<file path="src/hw/sfp_pkg.sv">
/*
  Constants of the switch forwarding-policy control block: register
  indices, field positions, reset values, write masks and timing.
  Assumes a 20 MHz pclk and an APB master with 32-bit data.
*/
// What this block does
// - Bit 5 of the unknown-VLAN register enables forwarding of unknown-VLAN packets by its port map, else it is off.
// - The unknown-VLAN port map picks egress ports: zero drops, 00001 is port 1, all ones is every port; reset zero.
// - The self-address filter enable (bit 6 of the second register) resets to zero, meaning no filtering.
// - When on, packets whose address equals the switch's own MAC address are dropped at egress.
// - Bit 5 of the second register enables forwarding of unknown IP multicast by its own map; reset zero.
// - The unknown IP multicast port map: zero filters, 00111 is ports 1-3, 01111 ports 1-4, all ones broadcasts.
// - A two-bit field sets the ingress rate-limit period: 00 is 16 ms, 01 is 64 ms, 1x is 256 ms; reset 01.
// - Bit 3 of the third register picks egress rate limiting: 0 per port (reset), 1 per priority queue.
// - With bit 2 of the third register set, PVID insertion is decided per source port by each egress port's setting.
// - With that bit clear, PVID insertion follows only the per-port basic insertion bit, whatever the source.
// - A fully decoded 64-entry DSCP priority map serves both IPv4 and IPv6 frames.
// - The upper six bits of the type-of-service byte select one of 64 entries whose value is the priority.
// - Each entry is two bits; code 0 uses bits 1:0 of the first map byte, each next code the next pair; reset zero.
package sfp_pkg;

  // Bus geometry; byte address is four times the register index
  localparam int unsigned APB_AW     = 10;
  localparam int unsigned APB_DW     = 32;
  localparam logic [7:0]  IDX_VLAN   = 8'h85;
  localparam logic [7:0]  IDX_MC     = 8'h86;
  localparam logic [7:0]  IDX_RATE   = 8'h87;
  localparam logic [7:0]  IDX_DSCP0  = 8'h90;
  localparam int unsigned DSCP_BYTES = 16;
  localparam logic [APB_AW-1:0] A_VLAN = {IDX_VLAN, 2'h0};
  localparam logic [APB_AW-1:0] A_MC   = {IDX_MC, 2'h0};
  localparam logic [APB_AW-1:0] A_RATE = {IDX_RATE, 2'h0};
  localparam logic [3:0]  DSCP_PAGE  = IDX_DSCP0[7:4];
  localparam logic [23:0] RD_PAD     = 24'h000000;

  // Field positions
  localparam int unsigned MAP_W      = 5;
  localparam int unsigned B_FWD_EN   = 5;
  localparam int unsigned B_SELF_EN  = 6;
  localparam int unsigned B_QMODE    = 3;
  localparam int unsigned B_PVID_SEL = 2;
  localparam int unsigned PER_LO     = 4;
  localparam int unsigned PER_HI     = 5;
  localparam int unsigned PRIO_W     = 2;

  // Reset values and writable-bit masks
  localparam logic [7:0] RST_VLAN = 8'h00;
  localparam logic [7:0] RST_MC   = 8'h00;
  localparam logic [7:0] RST_RATE = 8'h10;
  localparam logic [7:0] RST_DSCP = 8'h00;
  localparam logic [7:0] WM_VLAN  = 8'h3F;
  localparam logic [7:0] WM_MC    = 8'h7F;
  localparam logic [7:0] WM_RATE  = 8'h3C;
  localparam logic [7:0] WM_DSCP  = 8'hFF;
  localparam logic [4:0] MAP_NONE  = 5'h00;
  localparam logic [1:0] PRIO_NONE = 2'h0;

  // Rate-limit period codes and times
  localparam logic [1:0]  PER_16     = 2'h0;
  localparam logic [1:0]  PER_64     = 2'h1;
  localparam int unsigned CLK_HZ     = 20_000_000;
  localparam int unsigned T_P16_MS   = 16;
  localparam int unsigned T_P64_MS   = 64;
  localparam int unsigned T_P256_MS  = 256;
  localparam int unsigned CYC_PER_MS = CLK_HZ / 1000;
  localparam int unsigned CYC_16     = T_P16_MS * CYC_PER_MS;
  localparam int unsigned CYC_64     = T_P64_MS * CYC_PER_MS;
  localparam int unsigned CYC_256    = T_P256_MS * CYC_PER_MS;
  localparam int unsigned TMR_W      = 23;

endpackage

</file>
<file path="src/hw/sfp_ctrl.sv">
/*
  Forwarding-policy control of a five-port switch: APB register bank,
  DSCP priority map and a one-cycle forwarding decision per lookup.
  Assumes lookup inputs synchronous to pclk and a separately held
  own MAC address on self_mac.
*/
// Local design decision: the APB register port.
`timescale 1ns/1ps
`default_nettype none

module sfp_ctrl
  import sfp_pkg::*;
#(
  parameter int unsigned P_CYC_16  = CYC_16,
  parameter int unsigned P_CYC_64  = CYC_64,
  parameter int unsigned P_CYC_256 = CYC_256
) (
  // Clock, reset, enable
  input  wire logic              pclk,
  input  wire logic              presetn,
  input  wire logic              pce,
  // APB slave
  input  wire logic              psel,
  input  wire logic              penable,
  input  wire logic              pwrite,
  input  wire logic [APB_AW-1:0] paddr,
  input  wire logic [APB_DW-1:0] pwdata,
  output var  logic [APB_DW-1:0] prdata,
  output var  logic              pready,
  output var  logic              pslverr,
  // Own address
  input  wire logic [47:0]       self_mac,
  // Lookup request
  input  wire logic              lk_valid,
  input  wire logic              lk_unknown_vid,
  input  wire logic              lk_unknown_ipmc,
  input  wire logic              lk_is_ip,
  input  wire logic [7:0]        lk_tos,
  input  wire logic [47:0]       lk_src_mac,
  input  wire logic [MAP_W-1:0]  lk_fwd_map,
  input  wire logic [MAP_W-1:0]  lk_ins_basic,
  input  wire logic [MAP_W-1:0]  lk_ins_src,
  // Lookup result
  output var  logic              rs_valid,
  output var  logic [MAP_W-1:0]  rs_port_map,
  output var  logic              rs_drop,
  output var  logic [PRIO_W-1:0] rs_prio,
  output var  logic [MAP_W-1:0]  rs_ins_pvid,
  // Rate-limit controls
  output var  logic              rl_period_tick,
  output var  logic              egress_queue_mode
);

  logic [7:0]        vlan_r;
  logic [7:0]        mc_r;
  logic [7:0]        rate_r;
  logic [7:0]        dscp_r [DSCP_BYTES];
  logic              hit_vlan;
  logic              hit_mc;
  logic              hit_rate;
  logic              hit_dscp;
  logic              hit_any;
  logic [3:0]        d_idx;
  logic [7:0]        rd_nxt;
  logic              setup;
  logic              wr_go;
  logic              self_hit;
  logic [MAP_W-1:0]  map_nxt;
  logic [PRIO_W-1:0] prio_nxt;
  logic [MAP_W-1:0]  ins_nxt;
  logic [TMR_W-1:0]  since_tick_r;

  ////////////////////////////////////////////////////////////////////////
  // Helpers

  // Only writable bits take the new value
  function automatic logic [7:0] wr_merge(input logic [7:0] old,
                                          input logic [7:0] wd,
                                          input logic [7:0] wm);
    wr_merge = (old & ~wm) | (wd & wm);
  endfunction

  // Two-bit priority of one DSCP code
  function automatic logic [PRIO_W-1:0] dscp_pick(input logic [7:0] byt,
                                                  input logic [1:0] sub);
    logic [PRIO_W-1:0] v;
    v = PRIO_NONE;
    unique case (sub)
      2'h0: v = byt[1:0];
      2'h1: v = byt[3:2];
      2'h2: v = byt[5:4];
      2'h3: v = byt[7:6];
    endcase
    dscp_pick = v;
  endfunction

  ////////////////////////////////////////////////////////////////////////
  // Address decode and read mux

  always_comb begin
    hit_vlan = (paddr == A_VLAN);
    hit_mc   = (paddr == A_MC);
    hit_rate = (paddr == A_RATE);
    hit_dscp = (paddr[APB_AW-1:6] == DSCP_PAGE) && (paddr[1:0] == 2'h0);
    hit_any  = hit_vlan || hit_mc || hit_rate || hit_dscp;
    d_idx    = paddr[5:2];
    rd_nxt   = 8'h00;
    if (hit_vlan) begin
      rd_nxt = vlan_r;
    end else if (hit_mc) begin
      rd_nxt = mc_r;
    end else if (hit_rate) begin
      rd_nxt = rate_r;
    end else if (hit_dscp) begin
      rd_nxt = dscp_r[d_idx];
    end
  end

  assign setup = pce && psel && !penable;
  assign wr_go = pce && psel && penable && pready && pwrite && !pslverr;

  ////////////////////////////////////////////////////////////////////////
  // APB answer: ready in the first cycle of the access phase

  always_ff @(posedge pclk or negedge presetn) begin
    if (!presetn) begin
      pready  <= 1'b0;
      pslverr <= 1'b0;
      prdata  <= '0;
    end else if (pce) begin
      pready <= psel && !penable;
      if (psel && !penable) begin
        pslverr <= !hit_any;
        prdata  <= {RD_PAD, rd_nxt};
      end
    end
  end

  ////////////////////////////////////////////////////////////////////////
  // Policy registers

  always_ff @(posedge pclk or negedge presetn) begin
    if (!presetn) begin
      vlan_r <= RST_VLAN;
    end else if (wr_go && hit_vlan) begin
      vlan_r <= wr_merge(vlan_r, pwdata[7:0], WM_VLAN);
    end
  end

  always_ff @(posedge pclk or negedge presetn) begin
    if (!presetn) begin
      mc_r <= RST_MC;
    end else if (wr_go && hit_mc) begin
      mc_r <= wr_merge(mc_r, pwdata[7:0], WM_MC);
    end
  end

  always_ff @(posedge pclk or negedge presetn) begin
    if (!presetn) begin
      rate_r <= RST_RATE;
    end else if (wr_go && hit_rate) begin
      rate_r <= wr_merge(rate_r, pwdata[7:0], WM_RATE);
    end
  end

  always_ff @(posedge pclk or negedge presetn) begin
    if (!presetn) begin
      for (int i = 0; i < DSCP_BYTES; i++) begin
        dscp_r[i] <= RST_DSCP;
      end
    end else if (wr_go && hit_dscp) begin
      dscp_r[d_idx] <= wr_merge(dscp_r[d_idx], pwdata[7:0], WM_DSCP);
    end
  end

  assign egress_queue_mode = rate_r[B_QMODE];

  ////////////////////////////////////////////////////////////////////////
  // Forwarding decision

  always_comb begin
    self_hit = mc_r[B_SELF_EN] && (lk_src_mac == self_mac);
    if (lk_unknown_vid) begin
      map_nxt = vlan_r[B_FWD_EN] ? vlan_r[MAP_W-1:0] : MAP_NONE;
    end else if (lk_unknown_ipmc && lk_is_ip) begin
      map_nxt = mc_r[B_FWD_EN] ? mc_r[MAP_W-1:0] : MAP_NONE;
    end else begin
      map_nxt = lk_fwd_map;
    end
    if (self_hit) begin
      map_nxt = MAP_NONE;
    end
    prio_nxt = PRIO_NONE;
    if (lk_is_ip) begin
      prio_nxt = dscp_pick(dscp_r[lk_tos[7:4]], lk_tos[3:2]);
    end
    ins_nxt = rate_r[B_PVID_SEL] ? lk_ins_src : lk_ins_basic;
  end

  always_ff @(posedge pclk or negedge presetn) begin
    if (!presetn) begin
      rs_valid    <= 1'b0;
      rs_port_map <= MAP_NONE;
      rs_drop     <= 1'b0;
      rs_prio     <= PRIO_NONE;
      rs_ins_pvid <= MAP_NONE;
    end else if (pce) begin
      rs_valid <= lk_valid;
      if (lk_valid) begin
        rs_port_map <= map_nxt;
        rs_drop     <= (map_nxt == MAP_NONE);
        rs_prio     <= prio_nxt;
        rs_ins_pvid <= ins_nxt;
      end
    end
  end

  ////////////////////////////////////////////////////////////////////////
  // Rate-limit period

  sfp_period_tmr #(
    .P_CYC_16  (P_CYC_16),
    .P_CYC_64  (P_CYC_64),
    .P_CYC_256 (P_CYC_256)
  ) u_tmr (
    .pclk    (pclk),
    .presetn (presetn),
    .pce     (pce),
    .per_sel (rate_r[PER_HI:PER_LO]),
    .tick    (rl_period_tick)
  );

  ////////////////////////////////////////////////////////////////////////
  // Enabled cycles since the last tick, for the period check

  always_ff @(posedge pclk or negedge presetn) begin
    if (!presetn) begin
      since_tick_r <= '0;
    end else if (pce) begin
      since_tick_r <= rl_period_tick ? TMR_W'(1) : since_tick_r + 1'b1;
    end
  end
endmodule

`default_nettype wire

</file>
<file path="src/hw/sfp_period_tmr.sv">
/*
  Ingress rate-limit period timer: one-cycle tick at the end of each
  period chosen by the period code.
  Assumes counts above one cycle and below 2**23.
*/
`timescale 1ns/1ps
`default_nettype none

module sfp_period_tmr
  import sfp_pkg::*;
#(
  parameter int unsigned P_CYC_16  = CYC_16,
  parameter int unsigned P_CYC_64  = CYC_64,
  parameter int unsigned P_CYC_256 = CYC_256
) (
  // Clock, reset, enable
  input  wire logic       pclk,
  input  wire logic       presetn,
  input  wire logic       pce,
  // Period code and tick
  input  wire logic [1:0] per_sel,
  output var  logic       tick
);

  logic [TMR_W-1:0] cnt_r;
  logic [TMR_W-1:0] last;

  ////////////////////////////////////////////////////////////////////////
  // Period selection, upper code bit wins
  always_comb begin
    if (per_sel[1]) begin
      last = TMR_W'(P_CYC_256 - 1);
    end else if (per_sel == PER_64) begin
      last = TMR_W'(P_CYC_64 - 1);
    end else begin
      last = TMR_W'(P_CYC_16 - 1);
    end
  end

  ////////////////////////////////////////////////////////////////////////
  // Counter; a shorter period chosen mid-count ends at once
  always_ff @(posedge pclk or negedge presetn) begin
    if (!presetn) begin
      cnt_r <= '0;
      tick  <= 1'b0;
    end else if (pce) begin
      tick <= (cnt_r >= last);
      if (cnt_r >= last) begin
        cnt_r <= '0;
      end else begin
        cnt_r <= cnt_r + 1'b1;
      end
    end
  end

endmodule

`default_nettype wire

</file>
<file path="config.mk">
export PLATFORM = sky130hd
export DESIGN_NAME = sfp_ctrl
export DESIGN_NICKNAME = d
export VERILOG_FILES = /design/src/hw/sfp_pkg.sv /design/src/hw/sfp_ctrl.sv /design/src/hw/sfp_period_tmr.sv
export SDC_FILE = /design/constraint.sdc
export NUM_CORES = 1
export LEC_CHECK = 0
export ABC_CLOCK_PERIOD_IN_PS = 3050
export BUFFER_PORTS_ARGS = -buffer_cell sky130_fd_sc_hd__buf_4
export CORE_MARGIN = 4
export CORE_UTILIZATION = 55
export CTS_CLUSTER_SIZE = 10
export DETAILED_ROUTE_END_ITERATION = 8
export MAX_ROUTING_LAYER = met4
export PLACE_DENSITY = 0.8
export REMOVE_ABC_BUFFERS = 1
export SLEW_MARGIN = 20
export SYNTH_ARGS = -nofsm -noshare
export SYNTH_HDL_FRONTEND = slang
export SYNTH_HIERARCHICAL = 1
export SYNTH_SLANG_ARGS = --single-unit
</file>
<file path="constraint.sdc">
create_clock -name pclk -period 3.05 [get_ports pclk]
set_clock_uncertainty 0.15 [all_clocks]
set_input_delay 0.61 -clock pclk [delete_from_list [all_inputs] [get_ports pclk]]
set_output_delay 0.61 -clock pclk [all_outputs]
set_load 0.01 [all_outputs]
</file>
==> results of run 1 <==
==> worst max-delay path: cells and delay by family, from the launching register on <==
kind | cells | cell delay, ns
flops | 1 | 0.40
simple gates | 2 | 0.42
buf+inv | 2 | 0.33
compound gates | 4 | 1.15
fa+ha+maj | 1 | 0.31
==> metal layers <==
| metal | track usage | up-vias | wire length [microns] |
|---|---|---|---|
| li1 | - | 3604 | - |
| met1 | 0.351 | 4130 | 11800 |
| met2 | 0.461 | 390 | 15000 |
| met3 | 0.0793 | 70 | 2760 |
| met4 | 0.0915 | 0 | 896 |
| met5 | - | - | 0 |
==> worst paths after layout <==
| path | startpoint | end | slack [ns] | cells after the start |
|---|---|---|---|---|
| setup / recovery | rate_r[5] | u_tmr/cnt_r[5] | 0.20 | 9 |
| hold / removal | presetn | u_tmr/cnt_r[0] | 0.06 | 1 |
| setup reg to reg | rate_r[5] | u_tmr/cnt_r[5] | 0.20 | 9 |
| hold reg to reg | rs_port_map[2] | rs_port_map[2] | 0.33 | 2 |
| max in group asynchronous | presetn | rate_r[4] | 1.92 | 2 |
| min in group pclk | lk_ins_basic[2] | rs_ins_pvid[2] | 0.32 | 3 |
==> cell usage in the layout, fill, tap and decap left out, types with 15 or more instances in the layout <==
master and count:
buf_4 214, a21oi_1 23, nand3_1 31, conb_1 24
o21ai_0 19, nand2_1 47, clkbuf_16 17, mux2i_1 15
nor2_1 44, xor2_1 61, mux4_2 72, dfrtp_1 192
mux2_2 137
==> cell families after synthesis <==
group	share of synthesized area
AOI/OAI and AO/OA	0.0500
xor gates and xnor gates	0.0522
adders and majority gates	0.0124
buffers and inverters	0.0387
DFF	0.437
muxes	0.310
other	0.000339
and+or+nand+nor	0.0993
==> final cells by class <==
| cell class | instances | area [sq um] | area share |
|---|---|---|---|
| Sequential cell | 193 | 4830 | 0.359 |
| Clock buffer | 21 | 470 | 0.0349 |
| Multi-Input combinational cell | 628 | 5890 | 0.438 |
| Inverter | 12 | 45.0 | 0.00335 |
| Tap cell | 265 | 332 | 0.0246 |
| Timing Repair Buffer | 221 | 1740 | 0.129 |
| Clock inverter | 10 | 148 | 0.0110 |
| Antenna cell | 1 | 2.50 | 0.000186 |
==> sequential cells by signal (all words and copies together), names as in the netlist, 4 cells and up <==
name	cells
rate_r	4
mc_r	7
u_tmr/cnt_r	23
vlan_r	6
dscp_r	128
rs_ins_pvid	5
rs_port_map	5
prdata	8
==> through the flow <==
step	utilization	instance area, sq um	worst slack (ns)	cells	hold slack [ns]
after CTS	0.685	13500	0.188	1350	0.0767
final	0.685	13500	0.201	1351	0.0573
after floorplan	-	10800	0.372	833	0.164
after detailed placement	0.653	12800	0.210	1319	0.319
after global routing	0.685	13500	0.0376	1351	0.0927
after global placement	0.653	12800	0.236	1319	0.311
==> power groups by stage <==
stage                     registers, uW  logic [uW]  clock network [uW]
after global placement             2740         719                   0
after global routing               2710         803                2500
after detailed placement           2750         734                   0
after CTS                          2700         737                2380
final                              2700         733                2360
after floorplan                    2750         262                   0
==> flow_metrics.py, run 1 <==
metrics = {
    "clocking": {
        "postCtsSetupBuffers": 0,
        "post_cts_resized": 0,
        "h-tree-depth": 4,
        "ctsHoldBuffers": 0,
        "path_clk_slew_ns": 0.07,
        "clock_latency_ns": 0.44,
        "root_buffer": "clkbuf_16",
        "cts_tree": "yes",
        "cts_max_path_buffers": 2,
        "cts.sinks": 193,
        "cts_buffers": 17,
    },
    "global_route": {
        "grt_pass1_wl_microns": 46800,
        "gr-total-overflow": 0,
        "grt_start_max_net_pins": 79,
        "grt_antenna_before_repair": 1,
        "track_usage": 0.285,
        "grt_pass1_vias": 8421,
    },
    "critical_path": {
        "path_cells": "buf_4 > inv_1 > nand2_1 > ha_1 > a211o_1 > a21oi_1 > o21a_1 > nand3_1 > o311ai_1",
        "critPathCaptureType": "flip-flop",
        "start_kind": "flip-flop",
        "critPathRequiredTime_ns": 3.24,
        "cpPeakStageDelay_ns": 0.40,
        "critPathKind": "reg -> reg",
        "crit_arrival_ns": 3.04,
        "critical_path.max_fanout": 7,
        "cpMaxStageDelayCell": "dfrtp_1",
    },
    "layout": {
        "drive_above_1_share": 0.450,
        "fin_nets": 1255,
        "synthToLayoutAreaGrowth_pct": 21.7,
        "fillCellCount": 1428,
    },
    "pwr": {
        "p_sw_frac": 0.251,
        "clock_power_share": 0.408,
        "power_uw": 5800,
        "p_leak_uw": 0.00644,
        "p_comb_frac": 0.126,
        "switchingPower_uw": 1460,
        "power.density_nw_per_um2": 430,
        "seqPwrFrac": 0.466,
        "cellInternalPower_uw": 4340,
        "vdd.ir_drop.worst_v": 0.000396,
    },
    "placed_design": {
        "finalWeightedCongestion": 0.973,
        "dp_hpwl_microns": 22500,
        "io_buffers": 170,
    },
    "timing": {
        "hold_viol": 0,
        "layout_min_cycle_time_ns": 2.85,
        "finalSetupViolCount": 0,
        "maxSlewHeadroom": 0.447,
        "worstMarginPinSlew_ns": 0.827,
        "rsz0062_at_grt": "false",
        "fin_crit_sh": 0.934,
        "max_freq_mhz": 351,
        "drv_slew": 0,
        "setup_tns_ns": 0,
    },
    "floorplanning": {
        "placementRows": 51,
        "fp.dieW_microns": 150,
        "fp.dieH_microns": 150,
        "core_area_sq_um": 19700,
        "ios": 221,
        "start_util": 0.563,
        "die-area_sq_um": 22500,
    },
    "min_path": {
        "min_path_type": "in -> async",
    },
    "logic_synthesis": {
        "synth_most_common_cell": "dfrtp_1",
        "synth_top_area_share": 0.434,
        "yosysSeqAreaShare": 0.437,
        "synth_area_leader_cell": "dfrtp_1",
        "synth_top_cells_by_area": "dfrtp_1, mux4_2, mux2_2, xor2_1, buf_4",
        "synth-seq-cells": 193,
        "synthTopCellsByCount": "dfrtp_1, mux2_2, mux4_2",
        "syn_avg_cell_area_sq_um": 12.6,
        "synth-edff-count": 0,
        "synthArstFlopShare": 1.00,
        "synth_flop_cell": "dfrtp_1",
        "netlist_area_sq_um": 11100,
        "synth.distinct_cells": 60,
        "syn_inst": 881,
        "ys_warn_count": 6,
    },
    "detailed_routing": {
        "ant_nets": 0,
        "first_pass_iters": 5,
        "drtIter0Drc": 683,
        "wire_per_inst_microns": 22.6,
        "vias": 8194,
        "wl_microns": 30500,
        "drc_errors": 0,
        "via_per_inst": 6.07,
    },
    "status": {
        "run_status": "completed",
    },
    "run": {
        "max_cap_violations": 0,
    },
}
(Power assumes the default switching activity.)
==> run 2, diff against run 1 <==
- CORE_MARGIN: 4 -> 2
- GPL_TIMING_DRIVEN: unset -> 0
==> flow_metrics.py, run 2 (synthesized netlist as in run 1, its figures left out) <==
metrics = {
    "status": {
        "run_status": "completed",
    },
    "floorplanning": {
        "ios": 221,
        "placementRows": 51,
        "fp.dieH_microns": 146,
        "start_util": 0.565,
        "die-area_sq_um": 21300,
        "fp.dieW_microns": 146,
        "core_area_sq_um": 19600,
    },
    "pwr": {
        "p_sw_frac": 0.254,
        "p_comb_frac": 0.126,
        "cellInternalPower_uw": 4240,
        "power.density_nw_per_um2": 433,
        "clock_power_share": 0.399,
        "seqPwrFrac": 0.475,
        "switchingPower_uw": 1450,
        "vdd.ir_drop.worst_v": 0.000385,
        "p_leak_uw": 0.00622,
    },
    "detailed_routing": {
        "first_pass_iters": 5,
        "via_per_inst": 6.15,
        "ant_nets": 0,
        "drc_errors": 0,
        "drtIter0Drc": 520,
        "wl_microns": 29800,
        "vias": 8060,
        "wire_per_inst_microns": 22.7,
    },
    "global_route": {
        "grt_start_max_net_pins": 89,
        "gr-total-overflow": 0,
        "grt_pass1_vias": 8163,
        "grt_pass1_wl_microns": 46500,
        "track_usage": 0.295,
        "grt_antenna_before_repair": 1,
    },
    "run": {
        "max_cap_violations": 0,
    },
    "timing": {
        "worstMarginPinSlew_ns": 1.09,
        "fin_crit_sh": 0.962,
        "finalSetupViolCount": 0,
        "hold_viol": 0,
        "rsz0062_at_grt": "false",
        "fin_ws_ns": 0.115,
        "setup_tns_ns": 0,
        "whs_ns": 0.327,
        "layout_min_cycle_time_ns": 2.94,
        "drv_slew": 0,
        "maxSlewHeadroom": 0.270,
        "max_freq_mhz": 341,
    },
    "clocking": {
        "path_clk_slew_ns": 0.07,
        "h-tree-depth": 4,
        "cts_buffers": 17,
        "cts.sinks": 193,
        "cts_tree": "yes",
        "cts_max_path_buffers": 2,
        "clock_latency_ns": 0.44,
        "root_buffer": "clkbuf_16",
    },
    "layout": {
        "reg_top3": "dscp_r x128, u_tmr/cnt_r x23, prdata x8",
        "layout_common_cells": "dfrtp_1, buf_4, mux2_2",
        "fillCellCount": 1430,
        "drive_above_1_share": 0.432,
        "multiInputGateArea_sq_um": 5930,
        "final_common_cell": "dfrtp_1",
        "final_area_sq_um": 13100,
        "synthToLayoutAreaGrowth_pct": 18.8,
        "largest_reg_flops": 128,
        "seq_area_sq_um": 4830,
        "fin_nets": 1213,
        "largest-register": "dscp_r",
    },
    "critical_path": {
        "path_cells": "buf_4 > nor4_1 > and3_2 > nand3_1 > nor2_2 > mux2_2",
        "cpPeakStageDelay_ns": 0.67,
        "critPathCaptureType": "flip-flop",
        "crit_arrival_ns": 3.10,
        "critPathKind": "in -> reg",
        "r2r_setup_slack_ns": 0.23,
        "start_kind": "input pin",
        "critical_path.max_fanout": 13,
        "critPathRequiredTime_ns": 3.22,
        "cpMaxStageDelayCell": "nor2_2",
    },
    "placed_design": {
        "pre_cts_ws_ns": -0.618,
        "io_buffers": 170,
        "finalWeightedCongestion": 0.886,
        "dpl_cell_area_sq_um": 12400,
        "dp_hpwl_microns": 20500,
    },
    "min_path": {
        "min_path_type": "in -> reg",
    },
}
run 2: path summary, 6_finish.rpt:
path	to	cells after the start	startpoint
max	dscp_r[42]	6	paddr[1]
min	rs_ins_pvid[4]	3	lk_ins_basic[4]
max reg2reg	u_tmr/cnt_r[19]	10	rate_r[5]
min reg2reg	rs_port_map[3]	2	rs_port_map[3]
max in group asynchronous	dscp_r[94]	4	presetn
min in group asynchronous	u_tmr/cnt_r[5]	2	presetn
run 2: metal layers:
layer | share of wire | global-route usage
met1 | 0.39 | 0.373
met2 | 0.50 | 0.470
met3 | 0.092 | 0.0755
met4 | 0.017 | 0.0912
met5 | 0 | -
run 2: timing repair:
item,CTS,global route
buffers inserted,2,4
setup endpoints to repair,42,103
hold endpoints to repair,31,0
pin swaps,1,1
resized for setup,0,9
hold buffers,1,0
run 2: worst max-delay path, delay by kind of cell:
kind | cells | cell delay, ns
buffers and inverters | 1 | 0.12
muxes | 1 | 0.41
and+or+nand+nor | 4 | 1.96
run 2: cell type report:
type,count,area share
diodes,1,0.000190
clock buffers,21,0.0358
clock inverters,11,0.00962
inverters,12,0.00343
multi-input cells,628,0.451
flip-flops and latches,193,0.368
well taps,265,0.0252
repair buffers,179,0.107
run 2: power by group through the flow:
stage / clock network, uW / logic [uW] / registers (uW)
after floorplan: 0 / 262 / 2750
after global placement: 0 / 685 / 2750
after detailed placement: 0 / 712 / 2750
after CTS: 2300 / 716 / 2700
after global routing: 2400 / 784 / 2710
final: 2270 / 716 / 2710
run 2: stage by stage:
step                std cells   util  power (uW)
CTS                      1305  0.667        5710
detailed placement       1270  0.635        3460
floorplan                 833      -        3010
global placement         1268  0.632        3430
finish                   1310  0.671        5690
global route             1310  0.671        5900
==> run 3, diff against run 2 <==
- PLACE_DENSITY: 0.8 -> 0.92
==> flow_metrics.py, run 3 (synthesized netlist as in run 1, its figures left out) <==
metrics = {
    "timing": {
        "fin_crit_sh": 1.02,
        "layout_min_cycle_time_ns": 3.10,
        "fin_ws_ns": -0.0527,
        "drv_slew": 0,
        "worstMarginPinSlew_ns": 1.01,
        "hold_viol": 0,
        "rsz0062_at_grt": "true",
        "max_freq_mhz": 322,
        "finalSetupViolCount": 39,
        "whs_ns": 0.0403,
        "maxSlewHeadroom": 0.326,
        "setup_tns_ns": -0.987,
    },
    "layout": {
        "reg_top3": "dscp_r x128, u_tmr/cnt_r x23, prdata x8",
        "drive_above_1_share": 0.427,
        "final_common_cell": "dfrtp_1",
        "multiInputGateArea_sq_um": 5920,
        "largest_reg_flops": 128,
        "synthToLayoutAreaGrowth_pct": 17.4,
        "layout_common_cells": "dfrtp_1, buf_4, mux2_2",
        "fillCellCount": 1345,
        "antennaDiodeCount": 0,
        "stdcell_count": 1303,
        "fin_nets": 1207,
        "largest-register": "dscp_r",
        "seq_area_sq_um": 4830,
        "final_util": 0.663,
    },
    "detailed_routing": {
        "wl_microns": 29800,
        "drtIter0Drc": 768,
        "wire_per_inst_microns": 22.8,
        "ant_nets": 0,
        "drc_errors": 0,
        "via_per_inst": 6.29,
        "vias": 8199,
        "first_pass_iters": 6,
    },
    "critical_path": {
        "path_cells": "buf_4 > nor4_1 > and3_1 > nand3_1 > nor2_2 > mux2_2",
        "critPathRequiredTime_ns": 3.22,
        "critical_path.max_fanout": 13,
        "critPathCaptureType": "flip-flop",
        "cpPeakStageDelay_ns": 0.68,
        "critPathKind": "in -> reg",
        "start_kind": "input pin",
        "cpMaxStageDelayCell": "nor2_2",
        "crit_arrival_ns": 3.27,
    },
    "clocking": {
        "root_buffer": "clkbuf_16",
        "h-tree-depth": 4,
        "cts_max_path_buffers": 2,
        "clock_latency_ns": 0.44,
        "path_clk_slew_ns": 0.07,
        "cts_buffers": 17,
        "cts.sinks": 193,
        "cts_tree": "yes",
    },
    "placed_design": {
        "io_buffers": 170,
        "dp_hpwl_microns": 20200,
        "dp_cells": 1269,
        "finalWeightedCongestion": 0.874,
        "pre_cts_ws_ns": -0.652,
    },
    "global_route": {
        "grt_pass1_vias": 8498,
        "track_usage": 0.293,
        "grt_antenna_before_repair": 0,
        "grt_pass1_wl_microns": 46700,
        "gr-total-overflow": 0,
        "grt_start_max_net_pins": 100,
    },
    "floorplanning": {
        "core_area_sq_um": 19600,
        "fp.dieW_microns": 146,
        "start_util": 0.565,
        "fp.dieH_microns": 146,
        "placementRows": 51,
        "die-area_sq_um": 21300,
        "ios": 221,
    },
    "min_path": {
        "min_path_type": "in -> async",
    },
    "status": {
        "run_status": "finished, violations left",
        "violations": "setup timing",
    },
    "pwr": {
        "p_leak_uw": 0.00614,
        "power.density_nw_per_um2": 421,
        "vdd.ir_drop.worst_v": 0.000426,
    },
    "run": {
        "max_cap_violations": 0,
    },
}
==> run 3: routing by layer <==
layer  GRT usage  wire length [microns]
met4       0.115                   1030
met5           -                      0
met1       0.354                  11100
met2       0.476                  14800
met3      0.0727                   2820
==> run 3: cell type report <==
class | instances | area share
clock buffer | 21 | 0.0339
clock inverter | 11 | 0.00645
inverter | 12 | 0.00347
multi-input combinational | 628 | 0.456
sequential | 193 | 0.372
tap | 265 | 0.0255
timing repair buffer | 173 | 0.103
==> run 3: power by group <==
part | total [uW] | leakage (uW) | internal [uW] | switching [uW]
Sequential | 2700 | 0.00264 | 2640 | 67.2
Combinational | 714 | 0.00324 | 323 | 391
Clock | 2060 | 0.000256 | 1050 | 1000
==> run 3: path summary, 6_finish.rpt <==
path,startpoint,endpoint,slack (ns),cells past startpoint
max,paddr[1],dscp_r[13],-0.05,6
min,presetn,u_tmr/cnt_r[2],0.04,1
max reg2reg,rate_r[5],u_tmr/cnt_r[16],0.23,10
min reg2reg,rs_port_map[2],rs_port_map[2],0.33,2
max in group asynchronous,presetn,dscp_r[90],1.80,2
min in group pclk,pce,u_tmr/cnt_r[0],0.32,2
==> run 3: stage by stage <==
step	area [sq um]	power [uW]
CTS	13000	5480
global placement	12400	3420
floorplan	10800	3010
detailed placement	12400	3460
global route	13000	5650
finish	13000	5470
==> run 3: critical path: cells and delay by family <==
kind	cells	cell delay (ns)
buffers and inverters	1	0.11
muxes	1	0.41
and+or+nand+nor	4	2.14
==> run 3: repair_timing <==
item | in CTS | in global routing
endpoints found under the setup margin | 50 | 79
hold buffers | 0 | 0
setup buffers | 1 | 1
pin swaps | 1 | 0
gates resized for setup | 2 | 3
